===== src/common/pdc_map.svh =====
// register offsets, field positions, reset values of the down counter
// assumes: included by bare name from files that need the numbers
`ifndef PDC_MAP_SVH
`define PDC_MAP_SVH

`define PDC_ADDR_W        12
`define PDC_OFS_CTRL      12'h000
`define PDC_OFS_STATUS    12'h004

`define PDC_CTRL_BCD_BIT  0
`define PDC_RST_CTRL_BCD  1'b1

`define PDC_STAT_CNT_LSB  0
`define PDC_STAT_TC_BIT   4
`define PDC_STAT_CF_BIT   5
`define PDC_STAT_MC_BIT   6
`define PDC_STAT_LD_BIT   7

`define PDC_RST_COUNT     4'h0
`define PDC_BCD_TOP       4'h9
`define PDC_BIN_TOP       4'hf

`endif


===== src/common/pdc_pkg.sv =====
// types shared by the down counter modules
// assumes: nothing beyond a sv compiler
package pdc_pkg;

   typedef logic [3:0] pdc_nib_t;

   typedef enum logic {
      PDC_BINARY = 1'b0,
      PDC_BCD    = 1'b1
   } pdc_variant_t;

endpackage : pdc_pkg


===== src/common/pdc_pins_if.sv =====
// synchronised pin levels passed from the input synchroniser to the counter
// assumes: both ends run on pclk
interface pdc_pins_if;
   import pdc_pkg::*;

   logic     master_clear;
   logic     async_load;
   pdc_nib_t preset_inputs;
   logic     carry_forward_in;
   logic     rising_count_clock;
   logic     falling_count_clock;

   modport src (
      output master_clear,
      output async_load,
      output preset_inputs,
      output carry_forward_in,
      output rising_count_clock,
      output falling_count_clock
   );

   modport dst (
      input  master_clear,
      input  async_load,
      input  preset_inputs,
      input  carry_forward_in,
      input  rising_count_clock,
      input  falling_count_clock
   );

endinterface : pdc_pins_if


===== src/hw/pdc_top.sv =====
// programmable 4-bit bcd/binary down counter with apb control and status
// assumes: pins are asynchronous and slow against pclk (20 MHz); apb master on pclk
`include "pdc_map.svh"

// How it works
// RQ1: master_clear high forces the count to zero over every other input.
// RQ2: async_load high with clear low copies preset_inputs into the count continuously.
// RQ3: rising_count_clock edge steps only while falling_count_clock is low.
// RQ4: falling_count_clock edge steps only while rising_count_clock is high.
// RQ5: each step decrements by one, bcd or binary as selected.
// RQ6: terminal_count_out is high exactly at zero count with carry_forward_in high.
// RQ7: stepping from zero wraps to nine in bcd, fifteen in binary.
module pdc_top
   import pdc_pkg::*;
(
   input  wire logic                      pclk,
   input  wire logic                      presetn,
   input  wire logic [`PDC_ADDR_W-1:0]    paddr,
   input  wire logic                      psel,
   input  wire logic                      penable,
   input  wire logic                      pwrite,
   input  wire logic [31:0]               pwdata,
   input  wire logic [3:0]                pstrb,
   output logic      [31:0]               prdata,
   output logic                           pready,
   output logic                           pslverr,
   input  wire logic                      master_clear,
   input  wire logic                      async_load,
   input  wire pdc_pkg::pdc_nib_t         preset_inputs,
   input  wire logic                      carry_forward_in,
   input  wire logic                      rising_count_clock,
   input  wire logic                      falling_count_clock,
   output pdc_pkg::pdc_nib_t              count_outputs,
   output logic                           terminal_count_out
);
   import pdc_pkg::*;

   pdc_pins_if pins ();

   pdc_sync u_sync (
      .pclk     (pclk),
      .presetn  (presetn),
      .pins_raw ({master_clear, async_load, preset_inputs, carry_forward_in,
                  rising_count_clock, falling_count_clock}),
      .pins     (pins)
   );

   function automatic pdc_nib_t pdc_dec(input pdc_nib_t cur, input pdc_variant_t var_sel);
      pdc_nib_t res;
      if (cur == 4'h0) begin
         res = (var_sel == PDC_BCD) ? `PDC_BCD_TOP : `PDC_BIN_TOP;
      end else begin
         res = cur - 4'h1;
      end
      return res;
   endfunction : pdc_dec

   // counter state
   pdc_nib_t     count_ff;
   pdc_nib_t     nxt_count;
   logic         tc_ff;
   logic         nxt_tc;
   logic         rclk_d_ff;
   logic         nxt_rclk_d;
   logic         fclk_d_ff;
   logic         nxt_fclk_d;
   logic         rise_ev;
   logic         fall_ev;
   logic         step;

   // register file state
   pdc_variant_t variant_ff;
   pdc_variant_t nxt_variant;
   logic [31:0]  rdata_ff;
   logic [31:0]  nxt_rdata;
   logic         ready_ff;
   logic         nxt_ready;
   logic         err_ff;
   logic         nxt_err;
   logic         hit_ctrl;
   logic         hit_status;
   logic         wr_done;

   // a step needs both clock levels seen after the edge; pins are slow vs pclk
   always_comb begin
      nxt_rclk_d = pins.rising_count_clock;
      nxt_fclk_d = pins.falling_count_clock;
      rise_ev    = pins.rising_count_clock & ~rclk_d_ff & ~pins.falling_count_clock; // RQ3
      fall_ev    = ~pins.falling_count_clock & fclk_d_ff & pins.rising_count_clock;  // RQ4
      step       = rise_ev | fall_ev;
      if (pins.master_clear) begin
         nxt_count = `PDC_RST_COUNT; // RQ1
      end else if (pins.async_load) begin
         nxt_count = pins.preset_inputs; // RQ2
      end else if (step) begin
         nxt_count = pdc_dec(count_ff, variant_ff); // RQ5 RQ7
      end else begin
         nxt_count = count_ff;
      end
      nxt_tc = (nxt_count == 4'h0) & pins.carry_forward_in; // RQ6
   end

   always_ff @(posedge pclk or negedge presetn) begin
      if (!presetn) begin
         count_ff  <= `PDC_RST_COUNT;
         tc_ff     <= 1'b0;
         rclk_d_ff <= 1'b0;
         fclk_d_ff <= 1'b0;
      end else begin
         count_ff  <= nxt_count;
         tc_ff     <= nxt_tc;
         rclk_d_ff <= nxt_rclk_d;
         fclk_d_ff <= nxt_fclk_d;
      end
   end

   assign count_outputs      = count_ff;
   assign terminal_count_out = tc_ff;

   // apb: one wait-free access cycle after setup; read data captured at setup
   always_comb begin
      hit_ctrl   = (paddr == `PDC_OFS_CTRL);
      hit_status = (paddr == `PDC_OFS_STATUS);
      wr_done    = psel & penable & ready_ff & pwrite;
      nxt_ready  = psel & ~penable;
      nxt_rdata  = rdata_ff;
      nxt_err    = err_ff;
      if (psel & ~penable) begin
         nxt_rdata = 32'h0000_0000;
         nxt_err   = ~(hit_ctrl | hit_status) | (pwrite & hit_status);
         if (!pwrite && hit_ctrl) begin
            nxt_rdata[`PDC_CTRL_BCD_BIT] = variant_ff;
         end
         if (!pwrite && hit_status) begin
            nxt_rdata[`PDC_STAT_CNT_LSB +: 4] = count_ff;
            nxt_rdata[`PDC_STAT_TC_BIT]       = tc_ff;
            nxt_rdata[`PDC_STAT_CF_BIT]       = pins.carry_forward_in;
            nxt_rdata[`PDC_STAT_MC_BIT]       = pins.master_clear;
            nxt_rdata[`PDC_STAT_LD_BIT]       = pins.async_load;
         end
      end
      nxt_variant = variant_ff;
      if (wr_done && hit_ctrl && pstrb[0]) begin
         nxt_variant = pdc_variant_t'(pwdata[`PDC_CTRL_BCD_BIT]);
      end
   end

   always_ff @(posedge pclk or negedge presetn) begin
      if (!presetn) begin
         variant_ff <= pdc_variant_t'(`PDC_RST_CTRL_BCD);
         rdata_ff   <= 32'h0000_0000;
         ready_ff   <= 1'b0;
         err_ff     <= 1'b0;
      end else begin
         variant_ff <= nxt_variant;
         rdata_ff   <= nxt_rdata;
         ready_ff   <= nxt_ready;
         err_ff     <= nxt_err;
      end
   end

   assign prdata  = rdata_ff;
   assign pready  = ready_ff;
   assign pslverr = err_ff;

   logic mc_s;
   logic ld_s;
   logic cf_s;
   logic rc_s;
   logic fc_s;
   assign mc_s = pins.master_clear;
   assign ld_s = pins.async_load;
   assign cf_s = pins.carry_forward_in;
   assign rc_s = pins.rising_count_clock;
   assign fc_s = pins.falling_count_clock;
endmodule : pdc_top


===== src/hw/pdc_sync.sv =====
// two-flop synchronisers for all counter pins
// assumes: pins are asynchronous to pclk; reset is presetn, async, active low
module pdc_sync
   import pdc_pkg::*;
(
   input  wire logic          pclk,
   input  wire logic          presetn,
   input  wire logic [8:0]    pins_raw,
   pdc_pins_if.src            pins
);

   logic [8:0] meta_ff;
   logic [8:0] sync_ff;
   logic [8:0] nxt_meta;
   logic [8:0] nxt_sync;

   // first stage feeds only the second stage
   always_comb begin
      nxt_meta = pins_raw;
      nxt_sync = meta_ff;
   end

   always_ff @(posedge pclk or negedge presetn) begin
      if (!presetn) begin
         meta_ff <= 9'h000;
         sync_ff <= 9'h000;
      end else begin
         meta_ff <= nxt_meta;
         sync_ff <= nxt_sync;
      end
   end

   assign pins.master_clear        = sync_ff[8];
   assign pins.async_load          = sync_ff[7];
   assign pins.preset_inputs       = sync_ff[6:3];
   assign pins.carry_forward_in    = sync_ff[2];
   assign pins.rising_count_clock  = sync_ff[1];
   assign pins.falling_count_clock = sync_ff[0];

endmodule : pdc_sync


===== config.mk =====
export PLATFORM = sky130hd
export DESIGN_NAME = pdc_top
export DESIGN_NICKNAME = d
export VERILOG_FILES = /design/src/common/pdc_pkg.sv /design/src/common/pdc_pins_if.sv /design/src/hw/pdc_top.sv /design/src/hw/pdc_sync.sv
export VERILOG_INCLUDE_DIRS = /design/src /design/src/common
export SDC_FILE = /design/constraint.sdc
export NUM_CORES = 1
export LEC_CHECK = 0
export ABC_AREA = 1
export ABC_CLOCK_PERIOD_IN_PS = 1300
export BUFFER_PORTS_ARGS = -buffer_cell sky130_fd_sc_hd__buf_2
export CAP_MARGIN = 25
export CORE_ASPECT_RATIO = 0.7
export CORE_MARGIN = 2
export CORE_UTILIZATION = 38
export CTS_CLUSTER_SIZE = 28
export DETAILED_ROUTE_END_ITERATION = 10
export PLACE_DENSITY = 0.8
export SETUP_SLACK_MARGIN = 0.4
export SLEW_MARGIN = 10
export SYNTH_ARGS = -nofsm -noshare
export SYNTH_HDL_FRONTEND = slang
export SYNTH_SLANG_ARGS = --single-unit

===== constraint.sdc =====
create_clock -name pclk -period 1.3 [get_ports pclk]
set_input_delay 0.13 -clock pclk [delete_from_list [all_inputs] [get_ports pclk]]
set_output_delay 0.13 -clock pclk [all_outputs]
set_load 0.02 [all_outputs]

=== Word-level counts from Yosys, hierarchy flattened ===
Cells that the tools add are included.

* Register bits: 36
* Latch bits: 0
* Memory bits (writable): 0
* Bits in read-only memories: 0
* Bits of input ports: 62
* Output and inout port bits: 39
* Logic and storage cells: 44
* Memories kept: 0

* Add/sub/neg operators: 1
* Multipliers: 0
* Div/mod/pow operators: 0
* Magnitude comparators: 0
* Equality and inequality tests: 1
* Shifts and indexed selects: 0
* Multiplexer cells: 7
* Bitwise operators: 17
* Reduce and logical (&&, ||, !) cells: 8

{| class="wikitable"
|+ Operators by type and width
! operator !! number
|-
| $mux W4 || 4
|-
| $eq A12 B3 Y1 const B || 1
|-
| $logic_not A12 Y1 || 1
|-
| $and A1 B1 Y1 || 10
|-
| $logic_not A4 Y1 || 2
|-
| $mux W8 || 1
|-
| $logic_and A1 B1 Y1 || 4
|-
| $not A1 Y1 || 4
|-
| $sub A4 B1 Y4 const B || 1
|-
| $mux W3 || 1
|-
| $or A1 B1 Y1 || 3
|-
| $logic_not A1 Y1 || 1
|-
| $mux W1 || 1
|}

=== Longest topological paths before layout ===
Gate-level depths: netlist of the first run.

* Depth after elaboration: 9
* Depth in mapped cells: 12
* Depth with buffers taken out: 12

=== By module ===
Synthesis of the first run repeated with hierarchy kept, for this count alone.

* Cells, all modules: 182
* Area total of the unflattened synthesis: 1667.8 um^2

{| class="wikitable"
|+ By module, submodules not included
! module !! instances !! cells an instance !! area an instance (um^2) !! seq. area each (um^2)
|-
| pdc_top || 1 || 164 || 1217.4 || 451.7
|-
| pdc_sync || 1 || 18 || 450.4 || 450.4
|}

=== Worst setup path before layout of the first run ===
OpenSTA, ideal clock, no wires.

* Kind: register to register
* Start: register count_ff[0] (netlist: count_outputs[0])
* End: register tc_ff (netlist: terminal_count_out)
* Setup time: 0.113 ns
* Arrival time: 1.366 ns
* Required time: 1.187 ns
* Slack: -0.179 ns
* Stages on the path, launching flop included: 13
* Buffers on the path: 0
* Period minus slack after synthesis: 1.479 ns
* Cells stage by stage: dfrtp_1 -> inv_1 -> ha_1 -> nand2_1 -> clkinv_1 -> nor2_1 -> nand2_1 -> nand2_1 -> nand2_1 -> nand2_1 -> nand2_2 -> nand3_2 -> nor2_2

* Cells in the longest elaborated chain, start to end: 7
* Elaborated cells between the ends (all ways): 8
* Those cells by class: add/sub: 1; mux: 4; bitwise: 1; reduce/logical: 2

{| class="wikitable"
|+ Ends and longest elaborated chain
! element !! RTL line !! RTL
|-
| from (decl) || pdc_top.sv:59 || <nowiki>pdc_nib_t count_ff;</nowiki>
|-
| from (signal assigned) || pdc_top.sv:105 || <nowiki>count_ff <= `PDC_RST_COUNT;</nowiki>
|-
| from (signal assigned) || pdc_top.sv:110 || <nowiki>count_ff <= nxt_count;</nowiki>
|-
| $sub A4 B1 Y4 / $logic_not A4 Y1 (equally long branches) || pdc_top.sv:53, pdc_top.sv:50 ||
|-
| $mux W4 || pdc_top.sv:50 || <nowiki>if (cur == 4'h0) begin</nowiki>
|-
| $mux W4 * || pdc_top.sv:95 || <nowiki>end else if (step) begin</nowiki>
|-
| $mux W4 * || pdc_top.sv:93 || <nowiki>end else if (pins.async_load) begin</nowiki>
|-
| $mux W4 * || pdc_top.sv:91 || <nowiki>if (pins.master_clear) begin</nowiki>
|-
| $logic_not A4 Y1 * || pdc_top.sv:100 || <nowiki>nxt_tc = (nxt_count == 4'h0) & pins.carry_forward_in;</nowiki>
|-
| $and A1 B1 Y1 * || pdc_top.sv:100 ||
|-
| via nxt_tc || pdc_top.sv:62 || <nowiki>logic nxt_tc;</nowiki>
|-
| to (signal assigned) || pdc_top.sv:111 || <nowiki>tc_ff <= nxt_tc;</nowiki>
|-
| to (decl) || pdc_top.sv:61 || <nowiki>logic tc_ff;</nowiki>
|}

Mark *: on every way through the listed nets, which the timed path passes. The rest lies on a longest branch.
A chain may end at the register's enable or synchronous reset.

=== Worst setup path in the final report of the first run ===
* Start: register count_ff[1] (netlist: count_outputs[1])
* End: register tc_ff (netlist: terminal_count_out)

Same word-level chain as after synthesis.

==> results of run 1 <==
## critical path: cells and delay by family (launching register included)
family / cells / cell delay, ns
simple gates: 9 / 0.55
flops: 1 / 0.41
fa+ha+maj: 1 / 0.15
buf+inv: 1 / 0.08
## synthesized netlist by cell type (all sizes together), types with 2 or more instances
library cell / count / area, um2
o21ai: 12 / 60.1
or2: 2 / 15.0
buf: 25 / 185
dfrtp: 35 / 876
nand3: 10 / 60.1
clkinv: 2 / 7.51
nor3: 2 / 20.0
nor2: 17 / 76.3
nand2: 50 / 203
inv: 20 / 75.1
## registers in the layout, summed over array words and instances (netlist names)
name and cells:
variant_ff 1, fclk_d_ff 1, u_sync.sync_ff 9, count_outputs 4, prdata 8, pslverr 1
pready 1, rclk_d_ff 1, terminal_count_out 1, u_sync.meta_ff 9
## per-stage QoR
step                      hold WS [ns]  power [uW]
after floorplan                 -0.166        1510
after detailed placement         0.188        1590
after global routing            0.0535        2560
after global placement           0.178        1570
final                           0.0436        2430
after CTS                       0.0512        2450
## final cells by class
| class | count | area (um2) | share of cell area, % |
|---|---|---|---|
| flip-flops and latches | 36 | 908 | 41.3 |
| multi-input cells | 120 | 602 | 27.3 |
| repair buffers | 59 | 445 | 20.2 |
| clock buffers | 7 | 86.3 | 3.92 |
| inverters | 22 | 82.6 | 3.75 |
| well taps | 55 | 68.8 | 3.13 |
| clock inverters | 1 | 7.51 | 0.341 |
## cell families after synthesis
group	count (synthesis)	synth area share, %
simple gates	82	23.9
buf+inv	47	16.2
flops	36	54.6
compound gates	13	4.32
fa+ha+maj	1	0.757
other cells	1	0.227
## where the power goes
part           internal (uW)  switching, uW  total [uW]
combinational            164            245         409
sequential              1170           33.2        1210
clock                    430            383         813
total                   1770            662        2430
## per-layer routing
layer / track usage (%) / share of wire, %
met2: 25.2 / 48
met3: 6.96 / 9.9
met1: 14.8 / 41
met5: 0 / 0
met4: 3.51 / 0.89
## how the worst max path moves through the flow
stage                              endpoint                  startpoint  cells after the start
2_1_floorplan  terminal_count_out$_DFF_PN0_  count_outputs[0]$_DFF_PN0_                     12
3_3_place_gp   terminal_count_out$_DFF_PN0_  count_outputs[1]$_DFF_PN0_                     11
3_5_place_dp   terminal_count_out$_DFF_PN0_  count_outputs[1]$_DFF_PN0_                     12
4_1_cts        terminal_count_out$_DFF_PN0_  count_outputs[1]$_DFF_PN0_                     12
5_1_grt        terminal_count_out$_DFF_PN0_  count_outputs[1]$_DFF_PN0_                     12
6_report       terminal_count_out$_DFF_PN0_  count_outputs[1]$_DFF_PN0_                     11
## what timing repair did
item	in CTS	in global routing
pin swaps	1	3
endpoints found under the setup margin	21	30
hold endpoints to repair	44	0
resized for setup	28	5
hold buffers	10	0
buffers inserted	1	2
==> key figures, run 1 <==
Placement
  – Routability cong.: 0.821
  – Dpl cells: 279
  – Placed Area: 1880 um2
  – Hpwl dp: 2190 um
  – Place WS: 0.0237 ns
  – I/O Buffers: 42

Floorplan
  – Full die area: 4900 um2
  – IO Pins: 101
  – FP Rows: 20
  – Initial Util: 38.9%
  – Die W: 82.8 um
  – Die Y: 59.2 um
  – Core area: 4250 um2

Layout
  – Most common cell after layout, fill and taps aside: nand2_1
  – Filler Cell Count: 388
  – Antenna cells: 0
  – Area Overhead vs Synth: 33.2%
  – Commonest cells after routing, fill and taps aside: 43 x nand2_1, 30 x dfrtp_1, 27 x buf_2
  – Share of layout cells above drive strength 1: 35.9%
  – Final non-filler cell total: 300
  – Final Util: 51.7%
  – Final instance area: 2200 um2
  – Final nets: 307

STA
  – Max Slew Vio Count: 0
  – Setup Viol. Count Final: 0
  – Final Cycle Share: 99.7%
  – Post-layout min period: 1.30 ns
  – Fin. Hold Viols: 0
  – TNS Setup: 0 ns
  – Skew final: 0.00375 ns
  – Setup ws final: 0.00401 ns
  – Fmax: 772 MHz
  – Unrepaired setup endpoints after global routing: true

Pwr
  – VDD IR-drop max: 0.835 mV
  – Pwr per Cell Area: 1100 nW/um2
  – Leak: 0.00113 uW

Job
  – Max Cap Viol: 0

Logic synthesis
  – Post-synth EDFFs: 0
  – Register area share after synthesis: 54.6%
  – #FFs+latches synth: 36
  – Async set-reset flop share out of synthesis: 100%
  – Synth Flop Type: dfrtp_1
  – Ys Warns: 0
  – Mapped cell area: 1650 um2
  – Unique masters post-synth: 22
  – Avg Cell Area, Syn: 9.18 um2
  – Post-Syn Instances: 180

Setup path
  – Slowest stage cell, crit path: dfrtp_2
  – CP required: 1.49 ns
  – Crit path max fanout: 4
  – Most common cell on crit path: nand2_1
  – FF-to-FF setup slack: 0.004 ns
  – Worst r2r dst: terminal_count_out$_DFF_PN0_
  – Reg2reg start: count_outputs[1]$_DFF_PN0_
  – Critical path class: flop to flop
  – CP arrival: 1.49 ns
  – Max incr delay on CP: 0.41 ns
  – CP Cell Sequence: inv_2 -> ha_4 -> nand2_2 -> nand2_1 -> nand2_1 -> nand2_1 -> nand2_1 -> nand2_1 -> nand2_2 -> nand2_2 -> nor2_2
  – Startpoint Class: flop
  – Worst setup EP type: flop
  – R2R depth: 11

Drt
  – DRC Markers: 0
  – Vias/cell: 4.12
  – Wire per inst: 10.5 um
  – Via count: 1235
  – WL final: 3140 um
  – First DRT Iteration DRCs: 22
  – DRT Pass-1 Iters: 4
  – ANT nets after route: 0

Global route
  – GRT Util Overall: 13.9%
  – Total grt overflow: 0
  – First-pass GRT wire length: 5180 um
  – Initial antenna violation count: 0
  – Vias in the first global route: 1179
  – Largest net degree at the start of global routing: 37

Worst hold path
  – Hold Path Origin: pwdata[0]
  – Hold Crit Class: primary input to flop
  – Hold Path Stages: 3
  – WHS Endpoint: variant_ff$_DFFE_PN1P_

Clocking
  – CTS Buf Count: 5
  – # clock sinks: 36
  – Skew-Pair Late Insertion Delay: 0.29 ns
  – Clock slew at reported path FFs: 0.07 ns
  – Clk buf depth: 2
  – Root Buffer Master: clkbuf_8
  – CTS tree: done
  – H-tree levels: 2

Status
  – Outcome: completed
(Power assumes the default switching activity.)
==> inputs of run 2 (changes only) <==
--- a/config.mk
+++ b/config.mk
@@ -8,14 +8,14 @@
 export LEC_CHECK = 0
 export ABC_AREA = 1
 export ABC_CLOCK_PERIOD_IN_PS = 1300
-export BUFFER_PORTS_ARGS = -buffer_cell sky130_fd_sc_hd__buf_2
 export CAP_MARGIN = 25
 export CORE_ASPECT_RATIO = 0.7
 export CORE_MARGIN = 2
-export CORE_UTILIZATION = 38
+export CORE_UTILIZATION = 45
 export CTS_CLUSTER_SIZE = 28
 export DETAILED_ROUTE_END_ITERATION = 10
-export PLACE_DENSITY = 0.8
+export DONT_BUFFER_PORTS = 1
+export PLACE_DENSITY = 0.67
 export SETUP_SLACK_MARGIN = 0.4
 export SLEW_MARGIN = 10
 export SYNTH_ARGS = -nofsm -noshare
==> key figures, run 2 (synthesized netlist as in run 1, its figures left out) <==
Status
  – Outcome: finished with violations
  – Failing checks: negative hold slack, negative setup slack

Clocking
  – # clock sinks: 36
  – Root Buffer Master: clkbuf_8
  – CTS Buf Count: 5
  – H-tree levels: 2
  – Clock slew at reported path FFs: 0.07 ns
  – CTS tree: done
  – CTS Hold Bufs: 10
  – Clk buf depth: 2
  – Skew-Pair Late Insertion Delay: 0.28 ns

Floorplan
  – FP Rows: 18
  – Full die area: 4180 um2
  – Core area: 3510 um2
  – Initial Util: 47.0%
  – IO Pins: 101
  – Die W: 76.4 um
  – Die Y: 54.7 um

Setup path
  – R2R depth: 11
  – FF-to-FF setup slack: -0.01 ns
  – Critical path class: flop to flop
  – Worst setup EP type: flop
  – CP required: 1.49 ns
  – Startpoint Class: flop
  – CP arrival: 1.50 ns
  – Crit path max fanout: 4

Drt
  – ANT nets after route: 0
  – Wire per inst: 11.6 um
  – DRT Pass-1 Iters: 4
  – WL final: 2910 um
  – DRC Markers: 0
  – Vias/cell: 4.42
  – First DRT Iteration DRCs: 45
  – Via count: 1114

Global route
  – Largest net degree at the start of global routing: 37
  – First-pass GRT wire length: 4570 um
  – Initial antenna violation count: 0
  – GRT Util Overall: 14.9%
  – Vias in the first global route: 1070
  – Total grt overflow: 0

Pwr
  – Leak: 0.000941 uW
  – Overall power: 2490 uW
  – Pwr per Cell Area: 1290 nW/um2
  – VDD IR-drop max: 0.774 mV

STA
  – Setup ws final: -0.0135 ns
  – Max Slew Vio Count: 0
  – Post-layout min period: 1.31 ns
  – Hold slack: -0.467 ns
  – Fin. Hold Viols: 36
  – Unrepaired setup endpoints after global routing: true
  – Final Cycle Share: 101%
  – Fmax: 761 MHz
  – Setup Viol. Count Final: 1
  – Skew final: 0.00298 ns

Placement
  – Placed Area: 1670 um2
  – Dpl cells: 232
  – I/O Buffers: 0
  – Hpwl dp: 2020 um
  – Routability cong.: 0.794

Layout
  – Final nets: 264
  – Final instance area: 1920 um2
  – Filler Cell Count: 319
  – Share of layout cells above drive strength 1: 24.8%
  – Antenna cells: 0
  – Commonest cells after routing, fill and taps aside: 43 x nand2_1, 25 x dfrtp_1, 24 x conb_1
  – Most common cell after layout, fill and taps aside: nand2_1
  – Final non-filler cell total: 252
  – Area Overhead vs Synth: 16.1%

Job
  – Max Cap Viol: 0

Worst hold path
  – Hold Crit Class: primary input to async pin
[run 2: cell types whose count changed in the layout (fill, tap and decap cells not counted), moves of 5 or more]
cell	delta
buf_6	-10
buf_4	-6
buf_2	-27
dfrtp_1	-5
dfrtp_2	+5
[run 2: what timing repair did]
item	4_1_cts	5_1_grt
endpoints found under the hold margin	46	36
setup endpoints to repair	12	22
resized for setup	3	10
setup buffers	2	0
pin swaps	1	1
[run 2: cell type report]
cell class                 count  area (um2)  area share (%)
timing repair buffer          16         153            7.95
sequential                    36         915            47.7
tap                           50        62.6            3.26
inverter                      22        82.6            4.30
clock buffer                   6        72.6            3.78
multi-input combinational    120         599            31.2
clock inverter                 2        35.0            1.83
[run 2: final timing paths]
| check | from | end |
|---|---|---|
| setup reg to reg | count_outputs[0]$_DFF_PN0_ | terminal_count_out$_DFF_PN0_ |
| setup / recovery | count_outputs[0]$_DFF_PN0_ | terminal_count_out$_DFF_PN0_ |
| hold / removal | presetn | count_outputs[0]$_DFF_PN0_ |
| hold reg to reg | u_sync.meta_ff[1]$_DFF_PN0_ | u_sync.sync_ff[1]$_DFF_PN0_ |
| max in group asynchronous | presetn | variant_ff$_DFFE_PN1P_ |
| min in group pclk | paddr[2] | pslverr$_DFFE_PN0P_ |
[run 2: report_power, final]
| part | internal, uW | switching, uW | leakage (uW) | total [uW] |
|---|---|---|---|---|
| Clock | 569 | 384 | 0.0000552 | 953 |
| Combinational | 113 | 199 | 0.000457 | 312 |
| Sequential | 1180 | 45.0 | 0.000428 | 1220 |
[run 2: metrics by stage]
| stage | setup slack (ns) | hold WS [ns] | util, % | TNS (ns) |
|---|---|---|---|---|
| final | -0.0135 | -0.467 | 54.6 | -0.0135 |
| after global routing | -0.0989 | -0.490 | 54.6 | -0.119 |
| after CTS | 0.00664 | -0.475 | 54.1 | 0 |
| after detailed placement | -0.00985 | -0.165 | 47.4 | -0.00985 |
| after global placement | 0.0295 | -0.165 | 47.4 | 0 |
| after floorplan | -0.00481 | -0.166 | - | -0.00481 |
[run 2: worst max-delay path, cell delays in order (launching register included)]
cell and delay (ns):
dfrtp_2 0.41, inv_2 0.08, ha_4 0.17, nand2_2 0.08, nand2_1 0.08, nand2_1 0.06, nand2_1 0.06, nand2_1 0.05
nand2_1 0.07, nand2_2 0.06, nand2_2 0.06, nor2_2 0.03
[run 2: per-layer routing]
layer	share of wire [%]	wire (um)	vias up	GRT usage, %
li1	-	-	542	-
met1	39	1130	514	14.2
met2	50	1460	56	28.3
met3	10	299	2	8.91
met4	0.69	20	0	3.94
met5	0	0	-	0
